[src/verilog/idmap_pkg.sv]
// Purpose: shared constants and carriers for the id / rom map / post error block
// Assumes: apb with 32-bit data, registers one aligned word each
// Notes:   offsets are byte addresses
package idmap_pkg;

  // register byte offsets
  localparam logic [7:0] OFS_UID_UPPER  = 8'h24;
  localparam logic [7:0] OFS_UID_LOWER  = 8'h28;
  localparam logic [7:0] OFS_ROM_MAP    = 8'h34;
  localparam logic [7:0] OFS_POST_LOW   = 8'h38;
  localparam logic [7:0] OFS_POST_HIGH  = 8'h3c;
  localparam logic [7:0] OFS_IRQ_STATUS = 8'h60;
  localparam logic [7:0] OFS_IRQ_CLEAR  = 8'h64;
  localparam logic [7:0] OFS_IRQ_ENABLE = 8'h68;
  localparam logic [7:0] OFS_ID_STATE   = 8'h6c;

  // reset values
  localparam logic [31:0] UID_RESET     = 32'h0000_0000;
  localparam logic [31:0] ROM_MAP_RESET = 32'h0000_0000;
  localparam logic [31:0] POST_RESET    = 32'h0000_0000;
  localparam logic [1:0]  IRQ_RESET     = 2'h0;

  // field positions
  localparam int ROM_BASE_LSB = 10;
  localparam int ROM_OFS_BITS = 10;
  localparam int IRQ_BIT_POST = 0;
  localparam int IRQ_BIT_LOAD = 1;

  // config rom window in 1394 offset space, inclusive
  localparam logic [47:0] ROM_WIN_LO = 48'hffff_f000_0400;
  localparam logic [47:0] ROM_WIN_HI = 48'hffff_f000_07ff;

  // unmapped read answer
  localparam logic [31:0] UNMAPPED_DATA = 32'h0000_0000;

  typedef struct packed {
    logic        psel;
    logic        penable;
    logic        pwrite;
    logic [7:0]  paddr;
    logic [31:0] pwdata;
  } apb_req_type;

  typedef struct packed {
    logic        pready;
    logic        pslverr;
    logic [31:0] prdata;
  } apb_rsp_type;

  // quadlet read request from the 1394 side
  typedef struct packed {
    logic        valid;
    logic [47:0] offset;
  } rom_req_type;

  // translated host address
  typedef struct packed {
    logic        valid;
    logic        hit;
    logic [31:0] addr;
  } rom_rsp_type;

  // failing posted write report
  typedef struct packed {
    logic        valid;
    logic [15:0] requester;
    logic [47:0] offset;
  } post_err_type;

  // serial rom load result
  typedef struct packed {
    logic        valid;
    logic [31:0] upper;
    logic [31:0] lower;
  } id_load_type;

endpackage

[src/verilog/rom_map_xlate.sv]
// Purpose: turns config rom quadlet read offsets into host addresses
// Assumes: base register value supplied by the register block
// Notes:   answer one cycle after the request, from a register
`timescale 1ns/1ns
module rom_map_xlate (
  input  wire logic                 clk,
  input  wire logic                 resetn,
  input  wire logic [31:0]          base,
  input  wire idmap_pkg::rom_req_type req,
  output      idmap_pkg::rom_rsp_type rsp
);

  typedef struct packed {
    idmap_pkg::rom_rsp_type rsp;
  } xl_state_type;

  xl_state_type s_q;
  xl_state_type s_d;
  logic         in_win;

  ////////////////////////////////////////////////////////////////////
  // window check and address sum
  always_comb begin
    in_win = (req.offset >= idmap_pkg::ROM_WIN_LO) &&
             (req.offset <= idmap_pkg::ROM_WIN_HI);
    s_d           = s_q;
    s_d.rsp.valid = req.valid;
    s_d.rsp.hit   = req.valid && in_win;
    if (req.valid && in_win) begin
      s_d.rsp.addr = base + {22'h0,
        req.offset[idmap_pkg::ROM_OFS_BITS-1:0]};
    end
  end

  // state register
  always_ff @(posedge clk) begin
    if (!resetn) begin
      s_q <= '0;
    end else begin
      s_q <= s_d;
    end
  end

  assign rsp = s_q.rsp;

endmodule

[src/verilog/idmap_regs.sv]
// Purpose: unique id, config rom map and posted write error registers
// Assumes: apb slave, pready always high, no wait states
// Notes:   status bits are sticky; set wins over clear
//
// Overview of operation
// - upper id quadlet is read-only, holds maker code and upper serial
// - upper id clears to zero on reset, an invalid identifier
// - with serial rom present, id loads from serial rom after reset
// - once loaded the id is locked; software writes do nothing
// - without serial rom the id never changes from reset value
// - lower id quadlet read-only, reset zero, loaded and locked alike
// - map base bits 31..10 writable, bits 9..0 read zero
// - rom window read address is base plus low ten offset bits
// - failed posted write records error info in read-only registers
// - post low register captures lower 32 destination offset bits
// - post high holds requester node high, upper offset bits low
//
// Our own choice: register access over APB.
`timescale 1ns/1ns
module idmap_regs (
  input  wire logic                    clk,
  input  wire logic                    resetn,
  input  wire idmap_pkg::apb_req_type  apb_req,
  output      idmap_pkg::apb_rsp_type  apb_rsp,
  input  wire logic                    rom_present,
  input  wire idmap_pkg::id_load_type  id_load,
  input  wire idmap_pkg::post_err_type post_err,
  input  wire idmap_pkg::rom_req_type  rom_req,
  output      idmap_pkg::rom_rsp_type  rom_rsp,
  output      logic                    irq
);

  typedef struct packed {
    logic [31:0] uid_upper;
    logic [31:0] uid_lower;
    logic        uid_locked;
    logic [21:0] map_base;
    logic [31:0] post_low;
    logic [31:0] post_high;
    logic [1:0]  irq_status;
    logic [1:0]  irq_enable;
    logic        irq;
    idmap_pkg::apb_rsp_type rsp;
  } reg_state_type;

  reg_state_type s_q;
  reg_state_type s_d;
  logic          wr_en;
  logic          rd_en;
  logic [31:0]   base_word;
  logic [1:0]    ev;
  logic [1:0]    clr;

  ////////////////////////////////////////////////////////////////////
  // apb decode, single-cycle access phase
  assign wr_en = apb_req.psel && apb_req.penable && apb_req.pwrite;
  assign rd_en = apb_req.psel && !apb_req.penable && !apb_req.pwrite;
  assign base_word = {s_q.map_base, 10'h000};

  // next state
  always_comb begin
    s_d = s_q;
    ev  = 2'h0;
    clr = 2'h0;
    // id load: only once, only with serial rom
    if (id_load.valid && rom_present && !s_q.uid_locked) begin
      s_d.uid_upper  = id_load.upper;
      s_d.uid_lower  = id_load.lower;
      s_d.uid_locked = 1'b1;
      ev[idmap_pkg::IRQ_BIT_LOAD] = 1'b1;
    end
    // capture failing posted write
    if (post_err.valid) begin
      s_d.post_low  = post_err.offset[31:0];
      s_d.post_high = {post_err.requester, post_err.offset[47:32]};
      ev[idmap_pkg::IRQ_BIT_POST] = 1'b1;
    end
    // software writes; id registers ignore them
    if (wr_en) begin
      case (apb_req.paddr)
        idmap_pkg::OFS_ROM_MAP: begin
          s_d.map_base = apb_req.pwdata[31:idmap_pkg::ROM_BASE_LSB];
        end
        idmap_pkg::OFS_IRQ_CLEAR: begin
          clr = apb_req.pwdata[1:0];
        end
        idmap_pkg::OFS_IRQ_ENABLE: begin
          s_d.irq_enable = apb_req.pwdata[1:0];
        end
        default: begin
        end
      endcase
    end
    // sticky status, set wins over clear
    s_d.irq_status = (s_q.irq_status & ~clr) | ev;
    s_d.irq = |(s_d.irq_status & s_d.irq_enable);
    // read data registered in the setup cycle
    s_d.rsp.pready  = 1'b1;
    s_d.rsp.pslverr = 1'b0;
    if (rd_en) begin
      case (apb_req.paddr)
        idmap_pkg::OFS_UID_UPPER:  s_d.rsp.prdata = s_q.uid_upper;
        idmap_pkg::OFS_UID_LOWER:  s_d.rsp.prdata = s_q.uid_lower;
        idmap_pkg::OFS_ROM_MAP:    s_d.rsp.prdata = base_word;
        idmap_pkg::OFS_POST_LOW:   s_d.rsp.prdata = s_q.post_low;
        idmap_pkg::OFS_POST_HIGH:  s_d.rsp.prdata = s_q.post_high;
        idmap_pkg::OFS_IRQ_STATUS: s_d.rsp.prdata = {30'h0, s_q.irq_status};
        idmap_pkg::OFS_IRQ_ENABLE: s_d.rsp.prdata = {30'h0, s_q.irq_enable};
        idmap_pkg::OFS_ID_STATE:   s_d.rsp.prdata = {30'h0,
                                     rom_present, s_q.uid_locked};
        default: s_d.rsp.prdata = idmap_pkg::UNMAPPED_DATA;
      endcase
    end
  end

  // state register
  always_ff @(posedge clk) begin
    if (!resetn) begin
      s_q            <= '0;
      s_q.uid_upper  <= idmap_pkg::UID_RESET;
      s_q.uid_lower  <= idmap_pkg::UID_RESET;
      s_q.map_base   <= idmap_pkg::ROM_MAP_RESET[31:10];
      s_q.post_low   <= idmap_pkg::POST_RESET;
      s_q.post_high  <= idmap_pkg::POST_RESET;
      s_q.irq_status <= idmap_pkg::IRQ_RESET;
      s_q.irq_enable <= idmap_pkg::IRQ_RESET;
      s_q.rsp.pready <= 1'b1;
    end else begin
      s_q <= s_d;
    end
  end

  assign apb_rsp = s_q.rsp;
  assign irq     = s_q.irq;

  ////////////////////////////////////////////////////////////////////
  // address translator
  rom_map_xlate u_xlate (
    .clk    (clk),
    .resetn (resetn),
    .base   (base_word),
    .req    (rom_req),
    .rsp    (rom_rsp)
  );

  ////////////////////////////////////////////////////////////////////
  // checks
  a_uid_reset_zero: assert property (
    @(posedge clk)
    $rose(resetn) |-> s_q.uid_upper == 32'h0 && s_q.uid_lower == 32'h0)
    else $error("id not zero after reset");
  a_uid_lock_hold: assert property (
    @(posedge clk) disable iff (!resetn)
    s_q.uid_locked |=> $stable(s_q.uid_upper) && $stable(s_q.uid_lower))
    else $error("locked id changed");
  a_uid_no_rom: assert property (
    @(posedge clk) disable iff (!resetn)
    !rom_present && !s_q.uid_locked |=>
      s_q.uid_upper == 32'h0 && s_q.uid_lower == 32'h0)
    else $error("id changed without serial rom");
  a_uid_load_take: assert property (
    @(posedge clk) disable iff (!resetn)
    id_load.valid && rom_present && !s_q.uid_locked |=>
      s_q.uid_upper == $past(id_load.upper) &&
      s_q.uid_lower == $past(id_load.lower))
    else $error("id load not taken");
  a_map_low_zero: assert property (
    @(posedge clk) disable iff (!resetn)
    wr_en && apb_req.paddr == idmap_pkg::OFS_ROM_MAP |=>
      base_word == {$past(apb_req.pwdata[31:10]), 10'h0})
    else $error("map base write wrong");
  // any offset inside the window, not one fixed value
  a_map_xlate: assert property (
    @(posedge clk) disable iff (!resetn)
    rom_req.valid && rom_req.offset >= idmap_pkg::ROM_WIN_LO &&
      rom_req.offset <= idmap_pkg::ROM_WIN_HI |=>
      rom_rsp.valid && rom_rsp.hit &&
      rom_rsp.addr == $past(base_word) + {22'h0, $past(rom_req.offset[9:0])})
    else $error("rom translate wrong");
  // outside the window: answered, no hit, address kept
  a_map_miss_hold: assert property (
    @(posedge clk) disable iff (!resetn)
    rom_req.valid && !(rom_req.offset >= idmap_pkg::ROM_WIN_LO &&
      rom_req.offset <= idmap_pkg::ROM_WIN_HI) |=>
      rom_rsp.valid && !rom_rsp.hit && $stable(rom_rsp.addr))
    else $error("rom miss changed address");
  a_post_low_cap: assert property (
    @(posedge clk) disable iff (!resetn)
    post_err.valid |=> s_q.post_low == $past(post_err.offset[31:0]))
    else $error("post low not captured");
  a_post_high_cap: assert property (
    @(posedge clk) disable iff (!resetn)
    post_err.valid |=> s_q.post_high[31:16] == $past(post_err.requester)
      && s_q.post_high[15:0] == $past(post_err.offset[47:32]))
    else $error("post high wrong");
  a_post_flag_set: assert property (
    @(posedge clk) disable iff (!resetn)
    post_err.valid |=> s_q.irq_status[idmap_pkg::IRQ_BIT_POST])
    else $error("post error flag not set");
  // sticky until software clears it
  a_post_flag_sticky: assert property (
    @(posedge clk) disable iff (!resetn)
    s_q.irq_status[idmap_pkg::IRQ_BIT_POST] &&
      !(wr_en && apb_req.paddr == idmap_pkg::OFS_IRQ_CLEAR) |=>
      s_q.irq_status[idmap_pkg::IRQ_BIT_POST])
    else $error("post error flag lost");
  a_uid_read_only: assert property (
    @(posedge clk) disable iff (!resetn)
    wr_en && apb_req.paddr == idmap_pkg::OFS_UID_UPPER && !id_load.valid
      |=> $stable(s_q.uid_upper))
    else $error("id written by software");
  c_id_load: cover property (@(posedge clk) disable iff (!resetn)
    $rose(s_q.uid_locked));
  c_post_err: cover property (@(posedge clk) disable iff (!resetn)
    post_err.valid ##1 irq);
  c_rom_hit: cover property (@(posedge clk) disable iff (!resetn)
    rom_rsp.hit);

endmodule

[config.mk]
export PLATFORM = sky130hd
export DESIGN_NAME = idmap_regs
export DESIGN_NICKNAME = d
export VERILOG_FILES = /design/src/verilog/idmap_pkg.sv /design/src/verilog/rom_map_xlate.sv /design/src/verilog/idmap_regs.sv
export SDC_FILE = /design/constraint.sdc
export NUM_CORES = 1
export LEC_CHECK = 0
export BUFFER_PORTS_ARGS = -buffer_cell sky130_fd_sc_hd__buf_2
export CORE_MARGIN = 5
export CORE_UTILIZATION = 50
export DETAILED_ROUTE_END_ITERATION = 12
export GPL_ROUTABILITY_DRIVEN = 0
export GPL_TIMING_DRIVEN = 0
export PLACE_DENSITY_LB_ADDON = 0.2
export RECOVER_POWER = 50
export SLEW_MARGIN = 10
export SYNTH_ARGS = -nofsm -noshare
export SYNTH_HDL_FRONTEND = slang
export SYNTH_HIERARCHICAL = 1
export SYNTH_SLANG_ARGS = --single-unit
export TNS_END_PERCENT = 10
[constraint.sdc]
create_clock -name clk -period 2.8 [get_ports clk]
set_input_delay 0.28 -clock clk [delete_from_list [all_inputs] [get_ports clk]]
set_output_delay 0.28 -clock clk [all_outputs]
set_load 0.01 [all_outputs]
# Word level (Yosys, flattened, before mapping)
# Index checks and enable logic that the tools add are counted.
# W data, S select, Z words.
word_totals:
  reg_bits: 224
  in_bits: 225
  out_inout_bits: 69
  word_cells: 51
classes:
  add_sub_neg: 1
  magnitude_cmp: 2
  eq_ne: 9
  n_mux: 7
  bitwise_logic: 4
  reduce_logical: 13
op_table:
  columns: ["op", "n"]
  rows:
  - ["$pmux W32 S8", 1]
  - ["$ge A48 B48 Y1 const B", 1]
  - ["$le A48 B48 Y1 const B", 1]
  - ["$eq A8 B6 Y1 const B", 5]
  - ["$add A32 B10 Y32", 1]
  - ["$eq A8 B7 Y1 const B", 4]
  - ["$logic_and A1 B1 Y1", 8]
  - ["$mux W2", 4]
  - ["$and A2 B2 Y2", 2]
  - ["$logic_not A1 Y1", 3]
  - ["$mux W1", 2]
  - ["$not A2 Y2", 1]
  - ["$or A2 B2 Y2", 1]
  - ["$reduce_and A2 Y1", 1]
  - ["$reduce_or A2 Y1", 1]

# Depth between registers and ports, before layout
depth:
  word_depth: 8
  mapped_depth: 9
  mapped_depth_nobuf: 8

# Modules after synthesis
# Netlist, hierarchy kept.
by_module_without_submodules:
  columns: ["module", "instances", "cells_per_inst", "area_each_um2"]
  rows:
  - ["idmap_regs", 1, 944, 8787.2]
  - ["rom_map_xlate", 1, 274, 2222.1]

# Worst setup path before layout
# OpenSTA, ideal clock, no wires.
synth_timing:
  path_type: "input port to flip-flop"
  start: "input rom_req[19] (netlist bit)"
  end: "register u_xlate.s_q, in the netlist u_xlate/rsp[27]"
  setup_time_ns: 0.073
  arrival_ns: 2.229
  slack_ns: 0.498
  stages: 7
  cell_sequence: "or4b_1 or4_4 nor4_4 buf_6 nand3_1 mux2_2 o211ai_2"
synth_between:
  elab_chain_cells: 3
  word_cells_on_any_way: 4
synth_lines:
  columns: ["item", "line", "source"]
  rows:
  - ["from (decl)", "idmap_regs.sv:28", "input wire idmap_pkg::rom_req_type rom_req,"]
  - ["$ge A48 B48 Y1 or $le A48 B48 Y1 (tied branches)", "rom_map_xlate.sv:24, rom_map_xlate.sv:25", null]
  - ["$logic_and A1 B1 Y1 (*)", "rom_map_xlate.sv:24", "in_win = (req.offset >= idmap_pkg::ROM_WIN_LO) &&"]
  - ["$logic_and A1 B1 Y1 (*)", "rom_map_xlate.sv:29", "if (req.valid && in_win) begin"]
  - ["to (signal assigned)", "rom_map_xlate.sv:38", "s_q <= '0;"]
  - ["to (signal assigned)", "rom_map_xlate.sv:40", "s_q <= s_d;"]
  - ["to (decl)", "rom_map_xlate.sv:17", "xl_state_type s_q;"]
# Mark *: on every way between the ends. The rest lies on a longest branch, timed or not.
# A chain may end at the register's enable or synchronous reset.

# Worst setup path in the final report
layout_timing:
  start: "input rom_req[48] (netlist bit)"
  end: "register u_xlate.s_q, in the netlist u_xlate/rsp[15]"
layout_between:
  elab_chain_cells: 1
layout_lines:
  columns: ["item", "line"]
  rows:
  - ["$logic_and A1 B1 Y1", "rom_map_xlate.sv:29"]
# No other way between the ends.

==> results.py <==
metrics = {
    "hold_path": {
        "min_from": "id_load[15]",
        "whs_path_depth": 3,
        "hp-class": "primary input to flip-flop",
        "hold_end": "s_q[141]",
    },
    "finish": {
        "areaGrowthSynthToFinish_pct": 23.0,
        "fin_cells": 1836,
        "stdcell_area_mm2": 0.0135,
        "final_nets": 1775,
        "final_util": 0.622,
        "fillers": 1992,
        "drive_gt1_frac": 0.233,
    },
    "synthesis": {
        "synth_ff_type": "dfxtp_1",
        "synth_compound_area_frac": 0.185,
        "seq_area_frac_synth": 0.404,
        "yosys.area_share.simple": 0.227,
        "synth_xor_xnor_area_share": 0.0143,
        "synth_edf_count": 0,
        "postSynth.asyncResetShare": 0,
        "syn_avg_cell_area_um2": 9.04,
        "synth_warnings": 6,
        "synthAdderAreaFrac": 0.0132,
        "synth_top_family_by_area": "simple AND/OR/NAND/NOR gates",
        "syn_inst": 1218,
        "synth_area_mm2": 0.0110,
        "ys_ff_latch": 222,
        "yosysUniqueCellTypes": 66,
        "synthMuxAreaShare": 0.0842,
    },
    "timing": {
        "finalMaxSlewViolations": 0,
        "fin_setup_tns_ns": 0,
        "slew-limit-headroom": 0.501,
        "fin_crit_ns": 2.32,
        "fin_crit_sh": 0.828,
        "hold_viol": 0,
        "finalClockSkew_ns": 0.0138,
        "finalSetupViolCount": 0,
        "fmax_ghz": 0.431,
        "rsz0062_at_grt": "no",
        "tightest_slew_ns": 0.742,
    },
    "route": {
        "first_pass_iters": 5,
        "ant_nets": 0,
        "dr.first_iter.drc_count": 732,
        "num_vias": 10100,
        "avgRoutedWirePerCell_um": 18.9,
        "avgViaCountPerCell": 5.52,
        "routed_wl_um": 34800,
        "drc": 0,
    },
    "clock_network": {
        "cts-resized-gates": 0,
        "postCtsHoldBufs": 3,
        "cts.sinks": 222,
        "path_clk_slew_ns": 0.06,
        "clock_latency_ns": 0.52,
        "ctsLongestPathBuffers": 3,
        "cts_tree": "yes",
        "cts_setup_buffers": 0,
        "cts_made_buffers": 25,
        "root_buffer": "clkbuf_16",
        "cts_htree_levels": 1,
    },
    "worst_setup_path": {
        "reg2regPathDepth": 5,
        "cp_max_fo": 10,
        "start_kind": "primary input",
        "r2r_setup_slack_ns": 0.82,
        "timing.rr.start": "base_word[18]",
        "critPathRequiredTime_ns": 3.24,
        "cp-end-kind": "flip-flop",
        "r2r_end": "u_xlate/rsp[31]",
        "worstSetupPathType": "primary input to flip-flop",
        "arrival_ns": 2.76,
    },
    "run_status": {
        "status": "completed",
    },
    "place": {
        "port_buffers": 280,
        "place_hpwl_um": 26900,
        "detailed_place.area_mm2": 0.0128,
        "place_inst": 1789,
    },
    "floorplanning": {
        "io_pins": 294,
        "coreArea_mm2": 0.0218,
        "die_y_um": 158,
        "dieWidth_um": 158,
        "dieArea_mm2": 0.0251,
        "rows": 54,
        "start_util": 0.506,
    },
    "pwr": {
        "p_leak_uw": 0.00565,
        "powerDensity_mw_per_mm2": 534,
        "ir_worst_vdd_mv": 0.454,
        "p_total_uw": 7230,
    },
    "global_routing": {
        "antenna_found_initial": 2,
        "grt_max_degree": 13,
        "grt.total_usage": 0.260,
        "grt_pass1_vias": 9512,
        "grt_pass1_wl_um": 51400,
        "grt_overflow": 0,
    },
    "flow_run": {
        "maxCapViolCount": 0,
    },
}
-- worst max path at each step --
stage,start,endpoint,slack [ns],depth (start not counted)
3_5_place_dp,rom_req[19],u_xlate/rsp[27],0.07,8
2_1_floorplan,rom_req[19],u_xlate/rsp[27],0.50,7
6_report,rom_req[48],u_xlate/rsp[15],0.48,8
4_1_cts,rom_req[48],u_xlate/rsp[12],0.47,9
5_1_grt,rom_req[48],u_xlate/rsp[13],0.34,9
3_3_place_gp,rom_req[19],u_xlate/rsp[2],0.09,8
-- critical path, cell delays in order --
cell and delay, ns:
dlygate4sd3_1 0.52, buf_2 0.10, nand4_1 0.10, or4_4 0.56
nor4_4 0.42, clkbuf_1 0.43, o21ai_0 0.16, a31oi_1 0.17
-- power by group --
part / switching, uW / total, uW / leakage [uW] / internal, uW
Clock: 1250 / 3150 / 0.000389 / 1910
Combinational: 420 / 764 / 0.00345 / 344
Sequential: 55.5 / 3320 / 0.00181 / 3260
Total: 1720 / 7230 / 0.00565 / 5510
-- kinds of logic (layout without fill, tap and decap cells) --
group	Yosys count	count (layout)
buffers and inverters	144	469
flip-flops	222	222
multiplexers	90	90
other	2	15
AND/OR/NAND/NOR	456	456
AO/OA/AOI/OAI	275	275
XOR/XNOR	18	18
adder cells (fa/ha/maj)	11	11
-- sequential cells by signal, indices dropped and copies added, names as in the netlist --
signal       cells
apb_rsp         32
s_q            133
irq              1
u_xlate/rsp     34
base_word       22
-- area by class of cell --
cell class | count | area [um^2] | area share
antenna | 2 | 5.00 | 0.000370
buffer | 135 | 741 | 0.0547
clock buffer | 39 | 748 | 0.0553
clock inverter | 3 | 40.0 | 0.00296
inverter | 9 | 33.8 | 0.00250
multi-input combinational | 863 | 5820 | 0.430
sequential | 222 | 4440 | 0.328
tap | 280 | 350 | 0.0259
timing repair buffer | 283 | 1360 | 0.100
-- Yosys cell counts, drive strengths merged, types with 12 or more instances --
cell type	number	area, um^2
nand4	41	257
nand2	195	732
o211ai	48	365
and3b	37	324
nor3	12	60.1
a21boi	86	646
a22oi	23	173
dfxtp	222	4440
a22o	39	342
nor2b	78	488
clkbuf	50	188
buf	85	562
nand3	35	180
mux2i	72	721
a21oi	22	110
o21ai	24	120
mux2	18	206
-- metal layers --
layer  GRT usage  vias up  part of all wire
met5      0.0139        -            0.0016
met4      0.0674        4             0.024
met3      0.0459       71             0.087
met2       0.434      436              0.47
met1       0.350     4686              0.42
li1            -     4944                 -
-- placed cells by master, fill, tap and decap left out, types with 25 or more instances in the layout --
cell type	count
buf_2	245
dfxtp_1	222
o211ai_1	47
a22o_1	39
a21boi_0	66
clkbuf_16	25
buf_4	44
nor2b_1	78
nand4_1	41
nand3_1	34
and3b_1	37
mux2i_1	72
nand2_1	195
clkbuf_1	123
-- through the flow --
stage / setup slack [ns] / hold slack (ns)
finish: 0.480 / 0.00862
global route: 0.341 / 0.0149
CTS: 0.475 / 0.00326
detailed placement: 0.0695 / 0.457
global placement: 0.0947 / 0.450
floorplan: 0.498 / 0.402
Note: power is estimated with default switching activity, not from simulation.
